**src/shared/dog_map.svh**
```systemverilog
/*
 Register offsets, field positions, reset values and timing counts
 of the gated watchdog. Assumes a 20 MHz system clock and a 32-bit
 AXI4-Lite register bus.
*/
`ifndef DOG_MAP_SVH
`define DOG_MAP_SVH

`define CLK_HZ 20000000
`define TICK_US 1000
`define TICK_CYC ((`CLK_HZ / 1000000) * `TICK_US)
`define IRQ_HOLD_US 400
`define IRQ_HOLD_CYC ((`CLK_HZ / 1000000) * `IRQ_HOLD_US)
`define DOG_TIMEOUT_MS 5'h1F
`define CORE_RST_CYC 8'h10

`define OFF_WDCS 4'h0
`define OFF_POWER 4'h4
`define OFF_OPTS 4'h8
`define OFF_ISTAT 4'hC
`define OFF_ICLR 5'h10
`define OFF_IEN 5'h14
`define OFF_COUNT 5'h18

`define BIT_REFRESH 0
`define BIT_CAUSE 6
`define BIT_ENABLE 7
`define BIT_IDLE 0
`define BIT_USBRST_EN 0

`define RST_WDCS 8'h00
`define RST_OPTS 8'h01

`endif

```
**src/shared/dog_pkg.sv**
```systemverilog
/*
 Types shared by the watchdog files.
 Assumes the map header for numbers.
*/
package dog_pkg;
    typedef enum logic [1:0] {
        IRQ_SOFF,
        IRQ_SON
    } irq_sync_t;
    typedef logic [4:0] dog_count_t;
    typedef logic [2:0] event_vec_t;
endpackage

```
**src/hdl/usb_gated_watchdog.sv**
```systemverilog
/*
 Gated watchdog with its register file on AXI4-Lite.
 Assumes SYS_CLK at 20 MHz, synchronous RSTN as power-up reset, SOF and
 USB reset as one-cycle pulses from same-clock USB logic, and an
 active-low external interrupt pin from outside the clock domain.
 A time-out needs 32 ticks without access, so short runs never reach it.
 The core reset output is a level pulse; the core is expected to sample it.
*/
// The AXI4-Lite slave port and the register offsets were left to the implementer.
`timescale 1ns/10ps
`include "dog_map.svh"
module usb_gated_watchdog (
    // Clock and reset
    input wire logic SYS_CLK,
    input wire logic RSTN,
    // AXI4-Lite write address
    input wire logic [4:0] S_AXI_AWADDR,
    input wire logic S_AXI_AWVALID,
    output logic S_AXI_AWREADY,
    // AXI4-Lite write data
    input wire logic [31:0] S_AXI_WDATA,
    input wire logic [3:0] S_AXI_WSTRB,
    input wire logic S_AXI_WVALID,
    output logic S_AXI_WREADY,
    // AXI4-Lite write response
    output logic [1:0] S_AXI_BRESP,
    output logic S_AXI_BVALID,
    input wire logic S_AXI_BREADY,
    // AXI4-Lite read address
    input wire logic [4:0] S_AXI_ARADDR,
    input wire logic S_AXI_ARVALID,
    output logic S_AXI_ARREADY,
    // AXI4-Lite read data
    output logic [31:0] S_AXI_RDATA,
    output logic [1:0] S_AXI_RRESP,
    output logic S_AXI_RVALID,
    input wire logic S_AXI_RREADY,
    // USB events
    input wire logic USB_SOF,
    input wire logic USB_RESET,
    // External interrupt pin, active low
    input wire logic EXT_IRQ_LINE_ONE_N,
    // Outputs
    output logic CORE_RESET,
    output logic IRQ
);
    import dog_pkg::*;

    // Bus channel state
    logic aw_ff;
    logic [4:0] awaddr_ff;
    logic w_ff;
    logic [31:0] wdata_ff;
    logic [3:0] wstrb_ff;
    logic bvalid_ff;
    logic rvalid_ff;
    logic [31:0] rdata_ff;
    logic [31:0] nxt_rdata;
    logic do_wr;
    logic do_rd;
    logic wr_wdcs;
    logic rd_wdcs;
    logic lane0;


    // Watchdog state; the count is cleared by a WDCS read or a WDCS write with byte lane 0 strobed
    logic enable_ff;
    logic cause_ff;
    logic usbrst_en_ff;
    logic sof_seen_ff;
    logic core_idle_bit_ff;
    dog_count_t count_ff;
    logic [7:0] rst_cnt_ff;
    logic tick;
    logic irq_seen;
    logic running;
    logic refresh;
    logic timeout;
    event_vec_t stat_ff;
    event_vec_t ien_ff;
    event_vec_t evt;


    // Millisecond time base, free-running from power-up
    // Its phase is not tied to firmware, so the first period may be short
    ms_tick u_tick (
        .sys_clk(SYS_CLK),
        .rstn(RSTN),
        .tick(tick)
    );


    // Interrupt pin qualifier; a short glitch never wakes the core
    irq_qual u_irq (
        .sys_clk(SYS_CLK),
        .rstn(RSTN),
        .irq_n_pin(EXT_IRQ_LINE_ONE_N),
        .irq_seen(irq_seen)
    );

    // Bus handshakes; address and data captured in either order
    assign S_AXI_AWREADY = !aw_ff && !bvalid_ff;
    assign S_AXI_WREADY = !w_ff && !bvalid_ff;
    assign S_AXI_ARREADY = !rvalid_ff;
    assign S_AXI_BVALID = bvalid_ff;
    assign S_AXI_BRESP = 2'h0;
    assign S_AXI_RVALID = rvalid_ff;
    assign S_AXI_RDATA = rdata_ff;
    assign S_AXI_RRESP = 2'h0;
    assign do_wr = aw_ff && w_ff && !bvalid_ff;
    assign do_rd = S_AXI_ARVALID && !rvalid_ff;
    assign lane0 = wstrb_ff[0];

    // Write channel capture and response
    always_ff @(posedge SYS_CLK) begin
        if (!RSTN) begin
            aw_ff <= 1'b0;
            w_ff <= 1'b0;
            awaddr_ff <= 5'h00;
            wdata_ff <= 32'h0000_0000;
            wstrb_ff <= 4'h0;
            bvalid_ff <= 1'b0;
        end else begin
            if (S_AXI_AWVALID && S_AXI_AWREADY) begin
                aw_ff <= 1'b1;
                awaddr_ff <= S_AXI_AWADDR;
            end
            if (S_AXI_WVALID && S_AXI_WREADY) begin
                w_ff <= 1'b1;
                wdata_ff <= S_AXI_WDATA;
                wstrb_ff <= S_AXI_WSTRB;
            end
            if (do_wr) begin
                aw_ff <= 1'b0;
                w_ff <= 1'b0;
                bvalid_ff <= 1'b1;
            end else if (bvalid_ff && S_AXI_BREADY) begin
                bvalid_ff <= 1'b0;
            end
        end
    end

    // Read decode; unmapped words read zero
    always_comb begin
        nxt_rdata = 32'h0000_0000;
        unique case ({S_AXI_ARADDR[4:2], 2'b00})
            5'(`OFF_WDCS): begin
                nxt_rdata[`BIT_ENABLE] = enable_ff;
                nxt_rdata[`BIT_CAUSE] = cause_ff;
            end
            5'(`OFF_POWER): nxt_rdata[`BIT_IDLE] = core_idle_bit_ff;
            5'(`OFF_OPTS): nxt_rdata[`BIT_USBRST_EN] = usbrst_en_ff;
            5'(`OFF_ISTAT): nxt_rdata[2:0] = stat_ff;
            `OFF_IEN: nxt_rdata[2:0] = ien_ff;
            `OFF_COUNT: nxt_rdata[4:0] = count_ff;
            default: nxt_rdata = 32'h0000_0000;
        endcase
    end

    // Read answer one cycle after address
    always_ff @(posedge SYS_CLK) begin
        if (!RSTN) begin
            rvalid_ff <= 1'b0;
            rdata_ff <= 32'h0000_0000;
        end else if (do_rd) begin
            rvalid_ff <= 1'b1;
            rdata_ff <= nxt_rdata;
        end else if (rvalid_ff && S_AXI_RREADY) begin
            rvalid_ff <= 1'b0;
        end
    end

    assign wr_wdcs = do_wr && lane0 && ({awaddr_ff[4:2], 2'b00} == 5'(`OFF_WDCS));
    assign rd_wdcs = do_rd && ({S_AXI_ARADDR[4:2], 2'b00} == 5'(`OFF_WDCS));

    // only a written one refreshes and blocks a time-out; a WDCS write with zero still clears the count
    assign refresh = wr_wdcs && wdata_ff[`BIT_REFRESH];
    // run only when enabled, SOF seen and not idle
    assign running = enable_ff && sof_seen_ff && !core_idle_bit_ff;
    // A refresh in the tick cycle wins, so a late write still saves the core
    // time-out needs enable and SOF qualification
    assign timeout = running && tick && (count_ff == `DOG_TIMEOUT_MS) && !refresh;

    // enable set by firmware, cleared by power-up or allowed USB reset
    always_ff @(posedge SYS_CLK) begin
        if (!RSTN) begin
            enable_ff <= 1'b0;
        end else if (USB_RESET && usbrst_en_ff) begin
            enable_ff <= 1'b0;
        end else if (wr_wdcs && wdata_ff[`BIT_ENABLE]) begin
            enable_ff <= 1'b1;
        end
    end

    // cause flag; time-out set wins over a clear
    always_ff @(posedge SYS_CLK) begin
        if (!RSTN) begin
            cause_ff <= 1'b0;
        end else if (timeout) begin
            cause_ff <= 1'b1;
        end else if (USB_RESET && usbrst_en_ff) begin
            cause_ff <= 1'b0;
        end else if (wr_wdcs && wdata_ff[`BIT_CAUSE]) begin
            cause_ff <= 1'b0;
        end
    end

    // USB-reset-clears-enable option
    always_ff @(posedge SYS_CLK) begin
        if (!RSTN) begin
            usbrst_en_ff <= 1'b1;
        end else if (do_wr && lane0 && ({awaddr_ff[4:2], 2'b00} == 5'(`OFF_OPTS))) begin
            usbrst_en_ff <= wdata_ff[`BIT_USBRST_EN];
        end
    end

    // start-of-frame qualification, dropped by USB reset
    always_ff @(posedge SYS_CLK) begin
        if (!RSTN) begin
            sof_seen_ff <= 1'b0;
        end else if (USB_RESET) begin
            sof_seen_ff <= 1'b0;
        end else if (USB_SOF) begin
            sof_seen_ff <= 1'b1;
        end
    end

    // idle set by firmware, cleared by a qualified interrupt
    always_ff @(posedge SYS_CLK) begin
        if (!RSTN) begin
            core_idle_bit_ff <= 1'b0;
        end else if (irq_seen) begin
            core_idle_bit_ff <= 1'b0;
        end else if (do_wr && lane0 && ({awaddr_ff[4:2], 2'b00} == 5'(`OFF_POWER))
                     && wdata_ff[`BIT_IDLE]) begin
            core_idle_bit_ff <= 1'b1;
        end
    end

    // five-bit millisecond count, cleared on refresh or access
    always_ff @(posedge SYS_CLK) begin
        if (!RSTN) begin
            count_ff <= 5'h00;
        end else if (refresh || rd_wdcs || wr_wdcs || !enable_ff || timeout) begin
            count_ff <= 5'h00;
        end else if (running && tick) begin
            count_ff <= count_ff + 5'h01;
        end
    end


    // Sixteen cycles keep the core in reset long enough to settle
    // core reset pulse stretched after time-out
    always_ff @(posedge SYS_CLK) begin
        if (!RSTN) begin
            rst_cnt_ff <= 8'h00;
        end else if (timeout) begin
            rst_cnt_ff <= `CORE_RST_CYC;
        end else if (rst_cnt_ff != 8'h00) begin
            rst_cnt_ff <= rst_cnt_ff - 8'h01;
        end
    end
    assign CORE_RESET = (rst_cnt_ff != 8'h00);


    // Bit 1 fires on the first frame marker after power-up or after each USB reset
    // Events: time-out, SOF qualification, qualified interrupt
    assign evt = {irq_seen, USB_SOF && !sof_seen_ff, timeout};


    // Clear register is write-one-to-clear; zeros leave bits alone
    // Sticky status; a new event wins over a clear in the same cycle
    always_ff @(posedge SYS_CLK) begin
        if (!RSTN) begin
            stat_ff <= 3'h0;
        end else if (do_wr && lane0 && (awaddr_ff == `OFF_ICLR)) begin
            stat_ff <= (stat_ff & ~wdata_ff[2:0]) | evt;
        end else begin
            stat_ff <= stat_ff | evt;
        end
    end

    // Interrupt enable register
    always_ff @(posedge SYS_CLK) begin
        if (!RSTN) begin
            ien_ff <= 3'h0;
        end else if (do_wr && lane0 && (awaddr_ff == `OFF_IEN)) begin
            ien_ff <= wdata_ff[2:0];
        end
    end

    // Level output, high while an enabled status bit is set
    assign IRQ = |(stat_ff & ien_ff);
endmodule

```
**src/hdl/ms_tick.sv**
```systemverilog
/*
 Millisecond tick generator.
 Assumes the 20 MHz system clock and synchronous low reset.
*/
`timescale 1ns/10ps
`include "dog_map.svh"
module ms_tick (
    // Clock and reset
    input wire logic sys_clk,
    input wire logic rstn,
    // Tick
    output logic tick
);
    logic [14:0] div_ff;

    always_ff @(posedge sys_clk) begin
        if (!rstn) begin
            div_ff <= 15'h0000;
            tick <= 1'b0;
        end else if (div_ff == 15'(`TICK_CYC - 1)) begin
            div_ff <= 15'h0000;
            tick <= 1'b1;
        end else begin
            div_ff <= div_ff + 15'h0001;
            tick <= 1'b0;
        end
    end
endmodule

```
**src/hdl/irq_qual.sv**
```systemverilog
/*
 Qualifies the external interrupt line: synchronised, then it must
 stay asserted (low) for the full hold time before a pulse is issued.
 Assumes an asynchronous active-low pin.
*/
`timescale 1ns/10ps
`include "dog_map.svh"
module irq_qual (
    // Clock and reset
    input wire logic sys_clk,
    input wire logic rstn,
    // Pin and pulse
    input wire logic irq_n_pin,
    output logic irq_seen
);
    import dog_pkg::*;
    logic s1_ff;
    logic s2_ff;
    logic [13:0] hold_ff;
    irq_sync_t st_ff;

    // Two-stage synchroniser
    always_ff @(posedge sys_clk) begin
        if (!rstn) begin
            s1_ff <= 1'b1;
            s2_ff <= 1'b1;
        end else begin
            s1_ff <= irq_n_pin;
            s2_ff <= s1_ff;
        end
    end

    // hold-time qualification, one pulse per assertion
    always_ff @(posedge sys_clk) begin
        if (!rstn) begin
            hold_ff <= 14'h0000;
            st_ff <= IRQ_SOFF;
            irq_seen <= 1'b0;
        end else begin
            irq_seen <= 1'b0;
            unique case (st_ff)
                IRQ_SOFF: begin
                    if (s2_ff) begin
                        hold_ff <= 14'h0000;
                    end else if (hold_ff == 14'(`IRQ_HOLD_CYC - 1)) begin
                        irq_seen <= 1'b1;
                        st_ff <= IRQ_SON;
                    end else begin
                        hold_ff <= hold_ff + 14'h0001;
                    end
                end
                IRQ_SON: begin
                    hold_ff <= 14'h0000;
                    if (s2_ff) begin
                        st_ff <= IRQ_SOFF;
                    end
                end
            endcase
        end
    end
endmodule

```
**config.mk**
```make
export PLATFORM = sky130hd
export DESIGN_NAME = usb_gated_watchdog
export DESIGN_NICKNAME = d
export VERILOG_FILES = /design/src/shared/dog_pkg.sv /design/src/hdl/usb_gated_watchdog.sv /design/src/hdl/ms_tick.sv /design/src/hdl/irq_qual.sv
export VERILOG_INCLUDE_DIRS = /design/src /design/src/shared
export SDC_FILE = /design/constraint.sdc
export NUM_CORES = 1
export LEC_CHECK = 0
export BUFFER_PORTS_ARGS = -buffer_cell sky130_fd_sc_hd__clkbuf_2
export CAP_MARGIN = 5
export CORE_MARGIN = 3
export CORE_UTILIZATION = 53
export CTS_BUF_LIST = sky130_fd_sc_hd__clkbuf_8 sky130_fd_sc_hd__clkbuf_16
export DETAILED_ROUTE_END_ITERATION = 10
export GPL_TIMING_DRIVEN = 0
export PLACE_DENSITY = 0.81
export SLEW_MARGIN = 40
export SYNTH_ARGS = -nofsm -noshare
export SYNTH_HDL_FRONTEND = slang
export SYNTH_SLANG_ARGS = --single-unit
export TNS_END_PERCENT = 5
```
**constraint.sdc**
```tcl
create_clock -name SYS_CLK -period 3.78 [get_ports SYS_CLK]
set_clock_uncertainty 0.05 [all_clocks]
set_input_delay 1.134 -clock SYS_CLK [delete_from_list [all_inputs] [get_ports SYS_CLK]]
set_output_delay 1.134 -clock SYS_CLK [all_outputs]
set_load 0.03 [all_outputs]
```
==> out/metrics.cfg, run 1 <==
[run_status]
status=finished clean

[clocking]
cts_resized=0
cts_hold_buf=0
post_cts_buffers=0
cts-root-buf=clkbuf_8
cts_sinks=80
cts_buffers=9
clk_transition_reported_paths_ps=80
cts_tree=built
clock_path_buffers=2
clock_latency_ps=350
cts_max_level=3

[drt]
drc=0
drt_wl_total_um=7520
num_vias=2996
drt-pass1-iter-count=4
dr.first_iter.drc_count=82
detail-route-antenna-nets=0
via_per_inst=5.30
wl_per_cell_um=13.3

[placement]
routabilityCongestion=0.833
dp_hpwl_um=5580
pre_cts_ws_ps=907
port_buffers=35

[sta]
fmaxAchievable_mhz=311
layout_min_cycle_time_ps=3220
setup_slack_ps=561
fin_crit_sh_pct=85.2
rsz0062_at_grt=no
slew_violations=0
tns_ps=0
setup_viol=0
finalHoldViolCount=0
max_slew_margin_pct=56.0
worstMarginPinSlew_ps=654

[final_layout]
nFillCells=542
diodes=0
nets=545
area_growth_pct=16.0
drive_gt1_share_pct=17.4

[run]
maxCapViolations=0

[floorplan]
die_x_um=88.9
fp.dieH_um=88.9
io_pins=99
start_util_pct=56.1
rows=29
core_area_mm2=0.00649
die-area_mm2=0.00790

[setup_path]
worstSetupPathType=register to output port
r2r-end=u_tick.div_ff[6]
r2r_slack_ps=1790
rr_startpoint=u_tick.div_ff[0]
worst_ep_arrival_time_ps=2030
critPathMaxFanout=5
reg2regPathDepth=7
required_ps=2600
startpoint_type=register
end_kind=output port

[synthesis]
synth_most_common_cell=dfxtp_1
avgSynthCellArea_um2=8.89
ys_types=55
ys_ff_latch=80
ys_seq_area_share_pct=44.0
async_flop_share_pct=0
syn_inst=410
yosysTopAreaCell=dfxtp_1
syn_area_mm2=0.00364
synth.top_cells.by_count=dfxtp_1 (80), nor2_1 (62), buf_4 (29)
synth_top_area_share_pct=44.0
synth-edff-count=0
synth_area_leaders=dfxtp_1 (44%), nor2_1 (6.4%), buf_4 (6.0%), mux2i_1 (5.5%), xor2_1 (3.1%)
ys.flop_type=dfxtp_1
yosys_warnings=0

[power]
power_density_mw_per_mm2=461
p_int_w=0.00139
power_w=0.00195
ir_drop_v=0.000327
p_leak_nw=1.76
comb_power_share_pct=18.3
power_switching_w=0.000554
power_frac_clock_pct=33.3
power_frac_seq_pct=48.3
p_sw_share_pct=28.5

[hold_path]
hp-class=register to register
worstHoldPathCells=1
min_to=u_irq.st_ff[0]
hp-start=u_irq.s2_ff

[global_route]
grt_pass1_vias=2742
antenna_found_initial=0
grt_pass1_wl_um=12200
grt-ovfl-total=0
grt_max_degree=13
grt_use_total_pct=19.9

how the worst max path moves through the flow:
stage	start	slack (ps)	end	cells after the start
after floorplan	rst_cnt_ff[0]	1270	CORE_RESET	4
after global placement	rst_cnt_ff[0]	1010	CORE_RESET	5
after detailed placement	rst_cnt_ff[0]	910	CORE_RESET	5
after CTS	rst_cnt_ff[0]	520	CORE_RESET	5
after global routing	rst_cnt_ff[0]	300	CORE_RESET	5
final	rst_cnt_ff[0]	560	CORE_RESET	5
logic make-up (layout without fill, tap and decap cells):
kind of cell / Yosys count / after routing / synth area share, %
simple gates: 171 / 171 / 23.7
flops: 80 / 80 / 44.0
compound gates: 55 / 55 / 10.5
buf+inv: 54 / 104 / 8.62
xor+xnor: 23 / 23 / 5.53
mux: 21 / 21 / 5.80
fa+ha+maj: 5 / 5 / 1.72
other cells: 1 / 29 / 0.103
stage by stage:
step	hold WS (ps)	utilization, %	cells	area (um^2)
6_report	396	65.1	565	4230
5_1_grt	429	65.1	565	4230
4_1_cts	396	65.1	565	4230
3_5_place_dp	394	61.9	550	4020
3_3_place_gp	379	61.9	550	4020
2_1_floorplan	336	-	438	3750
layout by cell type (no fill, tap or decap), types with 13 or more instances in the layout:
cell	count
clkbuf_2	35
clkbuf_1	13
xor2_1	13
nand2_1	25
conb_1	29
dfxtp_1	80
buf_4	29
nand3_1	13
nor2_1	62
a21oi_1	16
mux2i_1	20
layer usage:
metal	track usage (%)	vias to the layer above	routed length (um)
met5	0	-	0
met4	9.07	0	131
met3	3.69	11	338
met2	33.4	75	3620
met1	24.9	1385	3430
li1	-	1525	-
flip-flops by register name (all words and copies together), names as in the netlist, 3 cells and up:
signal and count:
S_AXI_RDATA 7, awaddr_ff 5, count_ff 5, ien_ff 3, rst_cnt_ff 8, stat_ff 3
u_irq.hold_ff 14, u_tick.div_ff 15, wdata_ff 5
power groups by stage:
stage,combinational [W],clock (W),sequential [W]
after floorplan,0.000288,0,0.000951
after global routing,0.000403,0.000699,0.000949
final,0.000357,0.000648,0.000941
after CTS,0.000360,0.000667,0.000940
after global placement,0.000348,0,0.000955
after detailed placement,0.000358,0,0.000959
critical path: stages (launching register included):
cell	delay (ps)
dfxtp_1	350
inv_1	60
ha_1	180
nor3b_1	500
nand3_1	330
clkbuf_2	280
cell type report:
type | instances | area (um^2) | share of cell area, %
inverters | 7 | 26.3 | 0.622
well taps | 77 | 96.3 | 2.28
clock inverters | 3 | 40.0 | 0.948
clock buffers | 12 | 165 | 3.91
plain buffers | 47 | 288 | 6.81
multi-input cells | 304 | 1830 | 43.4
flip-flops and latches | 80 | 1600 | 37.9
repair buffers | 35 | 175 | 4.15
Note: power is estimated with default switching activity, not from simulation.
==> inputs of run 2 (changes only) <==
- CORE_UTILIZATION: 53 -> 47
- PLACE_DENSITY: 0.81 -> 0.76
- clock period: 3.78 -> 2.7 ns (I/O delays scaled with it)
==> out/metrics.cfg, run 2 (synthesis results as in run 1) <==
[clocking]
cts_buffers=9
clock_path_buffers=2
cts_sinks=80
cts_tree=built
post_cts_buffers=0
cts_max_level=3
cts-root-buf=clkbuf_8
clk_transition_reported_paths_ps=80
cts_hold_buf=0
clock_latency_ps=350

[drt]
drc=0
drt_wl_total_um=7300
dr.first_iter.drc_count=169
num_vias=3013
via_per_inst=5.12
drt-pass1-iter-count=4
wl_per_cell_um=12.4
detail-route-antenna-nets=0

[floorplan]
io_pins=99
die_x_um=94.0
start_util_pct=49.4
rows=31
fp.dieH_um=94.0
core_area_mm2=0.00737
die-area_mm2=0.00884

[placement]
place_area_mm2=0.00405
dp_hpwl_um=5330
port_buffers=35
routabilityCongestion=0.840

[sta]
setup_viol=0
layout_min_cycle_time_ps=2530
fin_crit_sh_pct=93.6
slew_violations=0
finalHoldViolCount=0
rsz0062_at_grt=no
worstMarginPinSlew_ps=650
tns_ps=0
fmaxAchievable_mhz=396
hold_ws_ps=377
max_slew_margin_pct=56.3

[final_layout]
final_common_cell=dfxtp_1
top_register=u_tick.div_ff
nets=545
area_growth_pct=18.7
nFillCells=645
final_cell_mix=dfxtp_1 (80), nor2_1 (62), clkbuf_2 (35), buf_4 (29), conb_1 (29)
drive_gt1_share_pct=17.6
top_regs=u_tick.div_ff: 15 flops, u_irq.hold_ff: 14 flops, rst_cnt_ff: 8 flops
largest_register_ffs=15
diodes=0
fin_area_mm2=0.00432

[setup_path]
end_kind=output port
crit_chain=inv_1 > ha_1 > nor3b_4 > nand3_2 > clkbuf_2
worstSetupPathType=register to output port
max_stage_delay_ps=350
crit_buf_inv=2
startpoint_type=register
worst_ep_arrival_time_ps=1670
crit_family=simple AND/OR/NAND/NOR gates
required_ps=1840
critPathMaxFanout=5
crit_slowest_cell=dfxtp_1

[global_route]
antenna_found_initial=0
grt_pass1_wl_um=12300
grt_max_degree=14
grt-ovfl-total=0
grt_use_met1_pct=23.4
top_usage_layer=met2
grt_pass1_vias=2707
gr-usage-met3_pct=3.77
use_met2_pct=26.9
grt_use_total_pct=17.4

[power]
p_leak_nw=1.80
power_density_mw_per_mm2=690
ir_drop_v=0.000336

[hold_path]
hp-class=register to register

[run_status]
status=finished clean

[run]
maxCapViolations=0

## run 2: final timing paths
check	from	endpoint	slack, ps	cells past startpoint
worst max-delay path	rst_cnt_ff[0]	CORE_RESET	170	5
worst min-delay path	u_irq.s1_ff	u_irq.s2_ff	380	1
worst max register to register	u_tick.div_ff[0]	u_tick.div_ff[10]	700	7
worst min register to register	u_irq.s1_ff	u_irq.s2_ff	380	1
## run 2: layer usage
| metal | share of wire, % | up-vias |
|---|---|---|
| met3 | 4.8 | 10 |
| met1 | 49 | 1394 |
| met5 | 0 | - |
| met2 | 45 | 78 |
| met4 | 1.9 | 0 |
| li1 | - | 1531 |
## run 2: through the flow
| stage | cells | utilization [%] | power, W | setup slack [ps] |
|---|---|---|---|---|
| 6_report | 588 | 58.7 | 0.00298 | 174 |
| 5_1_grt | 588 | 58.7 | 0.00312 | 87.8 |
| 4_1_cts | 588 | 58.5 | 0.00298 | 67.3 |
| 3_5_place_dp | 572 | 54.9 | 0.00184 | 268 |
| 3_3_place_gp | 572 | 54.9 | 0.00182 | 315 |
| 2_1_floorplan | 438 | - | 0.00173 | 511 |
## run 2: area by class of cell
class | count | area, um^2 | share of cell area, %
buffer | 47 | 288 | 6.66
sequential | 80 | 1600 | 37.0
multi-input combinational | 304 | 1850 | 42.8
clock buffer | 9 | 124 | 2.86
clock inverter | 7 | 136 | 3.15
inverter | 7 | 26.3 | 0.608
timing repair buffer | 35 | 175 | 4.05
tap | 99 | 124 | 2.86
## run 2: worst register-to-register path, cell delays in order (launching register included)
cell and delay, ps:
dfxtp_1 380, ha_1 220, and4_1 200, clkbuf_1 220, nand4_1 180, nand2_1 150, clkbuf_1 370, nor2_1 100
## run 2: report_power, final
group          internal, W  total, W  switching, W
Sequential         0.00125   0.00132     0.0000739
Combinational     0.000219  0.000521      0.000302
Clock             0.000703   0.00114      0.000437
Total              0.00217   0.00298      0.000813
## run 2: what timing repair did
action                                  in CTS  in global routing
resized for setup                            1                  2
endpoints found under the hold margin        0                  0
endpoints found under the setup margin       1                  1
==> inputs of run 3 (changes only) <==
- ABC_AREA: default -> 1
- CORE_MARGIN: 3 -> 5
- CORE_UTILIZATION: 47 -> 48
==> out/metrics.cfg, run 3 <==
[run_status]
status=finished clean

[setup_path]
max_stage_delay_ps=320
startpoint_type=register
required_ps=1840
crit_chain=inv_1 > ha_1 > nand2_1 > nor2_2 > inv_1 > clkbuf_2
worst_ep_arrival_time_ps=1680
end_kind=output port
crit_family=buffers and inverters
crit_buf_inv=3
crit_slowest_cell=dfxtp_1
critPathMaxFanout=6
critPathMostFrequentCell=inv_1
worstSetupPathType=register to output port

[synthesis]
synth_fa_ha_area_share_pct=1.60
yosys_warnings=0
yosys.area_share.xor_xnor_pct=2.69
synth_area_leaders=dfxtp_1 (41%), nand2_1 (12%), nor2_1 (8.8%), inv_1 (6.1%), buf_4 (5.6%)
ys_ff_latch=80
synth_most_common_cell=nand2_1
synth.top_cells.by_count=nand2_1 (120), nor2_1 (92), dfxtp_1 (80)
ys_seq_area_share_pct=41.0
ys.flop_type=dfxtp_1
synth-edff-count=0
ys_types=32
synthSimpleGateAreaFrac_pct=33.0
synth_top_family_by_area=simple AND/OR/NAND/NOR gates
yosysTopAreaCell=dfxtp_1
muxShareOfSynthArea_pct=0
synth_top_area_share_pct=41.0
avgSynthCellArea_um2=6.98
syn_inst=560
syn_area_mm2=0.00391
synth_compound_area_share_pct=8.84
async_flop_share_pct=0

[drt]
drt-pass1-iter-count=6
drc=0
via_per_inst=4.82
num_vias=3588
drt_wl_total_um=8260
dr.first_iter.drc_count=108
wl_per_cell_um=11.1
detail-route-antenna-nets=0

[sta]
tns_ps=0
slew_violations=0
fin_crit_sh_pct=93.9
finalHoldViolCount=0
worstMarginPinSlew_ps=502
rsz0062_at_grt=no
layout_min_cycle_time_ps=2540
setup_viol=0
max_slew_margin_pct=66.5
fmaxAchievable_mhz=394

[clocking]
clock_latency_ps=350
cts_buffers=9
clk_transition_reported_paths_ps=80
cts_max_level=3
post_cts_buffers=0
clock_path_buffers=2
cts_tree=built
cts_resized=0
cts-root-buf=clkbuf_8
cts_sinks=80
cts_hold_buf=0

[placement]
routabilityCongestion=0.866
port_buffers=36
place_inst=729
place_area_mm2=0.00432
dp_hpwl_um=6280

[global_route]
grt-ovfl-total=0
grt_use_total_pct=17.5
antenna_found_initial=0
grt_max_degree=15
grt_pass1_vias=3442
grt_pass1_wl_um=14500

[floorplan]
core_area_mm2=0.00809
start_util_pct=48.3
fp.dieH_um=100
die-area_mm2=0.0100
io_pins=99
rows=33
die_x_um=100

[power]
power_switching_w=0.000880
power_frac_clock_pct=34.8
power_frac_seq_pct=45.2
p_sw_share_pct=30.5
p_leak_nw=2.01
power_w=0.00289
ir_drop_v=0.000288
p_int_w=0.00201
power_density_mw_per_mm2=635
comb_power_share_pct=20.0

[final_layout]
top_regs=u_tick.div_ff: 15 flops, u_irq.hold_ff: 14 flops, rst_cnt_ff: 8 flops
multi_input_area_mm2=0.00191
fin_area_mm2=0.00455
nets=696
seq_area_mm2=0.00160
diodes=0
final_common_cell=nand2_1
final_cell_mix=nand2_1 (120), nor2_1 (92), dfxtp_1 (80), inv_1 (64)
final_cells=745
top_register=u_tick.div_ff
area_growth_pct=16.5
drive_gt1_share_pct=17.2
utilization_pct=56.3
largest_register_ffs=15
nFillCells=782

[hold_path]
hp-class=register to register

[run]
maxCapViolations=0

-- run 3: changes by cell type after synthesis, moves of 9 or more --
cell	previous run	this run
mux2i_1	20	0
a21oi_1	16	35
nor2_2	0	9
o21ai_0	9	24
inv_1	7	64
nand3_1	13	36
nor2_1	62	92
clkbuf_1	13	2
nand2_1	25	120
-- run 3: power groups by stage --
| stage | sequential [W] | combinational (W) | clock (W) |
|---|---|---|---|
| final | 0.00131 | 0.000577 | 0.00101 |
| after global routing | 0.00132 | 0.000650 | 0.00109 |
| after CTS | 0.00131 | 0.000577 | 0.00103 |
| after detailed placement | 0.00133 | 0.000569 | 0 |
| after global placement | 0.00133 | 0.000549 | 0 |
| after floorplan | 0.00133 | 0.000453 | 0 |
-- run 3: path summary, 6_finish.rpt --
path	slack [ps]	endpoint	depth (start not counted)	start
setup / recovery	160	CORE_RESET	6	rst_cnt_ff[0]
hold reg to reg	380	u_irq.s2_ff	1	u_irq.s1_ff
setup reg to reg	1060	u_tick.div_ff[10]	7	u_tick.div_ff[0]
hold / removal	380	u_irq.s2_ff	1	u_irq.s1_ff
-- run 3: per-stage QoR --
| step | worst slack [ps] | hold WS, ps |
|---|---|---|
| 3_3_place_gp | 615 | 356 |
| 5_1_grt | 21.5 | 405 |
| 6_report | 164 | 380 |
| 3_5_place_dp | 560 | 361 |
| 4_1_cts | 150 | 380 |
| 2_1_floorplan | 815 | 343 |
-- run 3: final cells by class --
type / instances / area share, %
Inverter: 65 / 5.36
Clock buffer: 10 / 3.02
Multi-Input combinational cell: 407 / 42.0
Tap cell: 105 / 2.89
Buffer: 36 / 5.63
Sequential cell: 80 / 35.2
Clock inverter: 6 / 2.01
Timing Repair Buffer: 36 / 3.96
-- run 3: logic make-up after synthesis --
kind of cell / Yosys count
simple gates: 295
buf+inv: 101
flops: 80
compound gates: 66
xor+xnor: 12
fa+ha+maj: 5
other cells: 1
-- run 3: layer usage --
metal	vias to the layer above	global-route usage (%)	routed length (um)
met5	-	0	0
met4	0	6.84	170
met3	17	3.34	473
met2	96	32.1	4150
met1	1606	19.7	3470
li1	1869	-	-
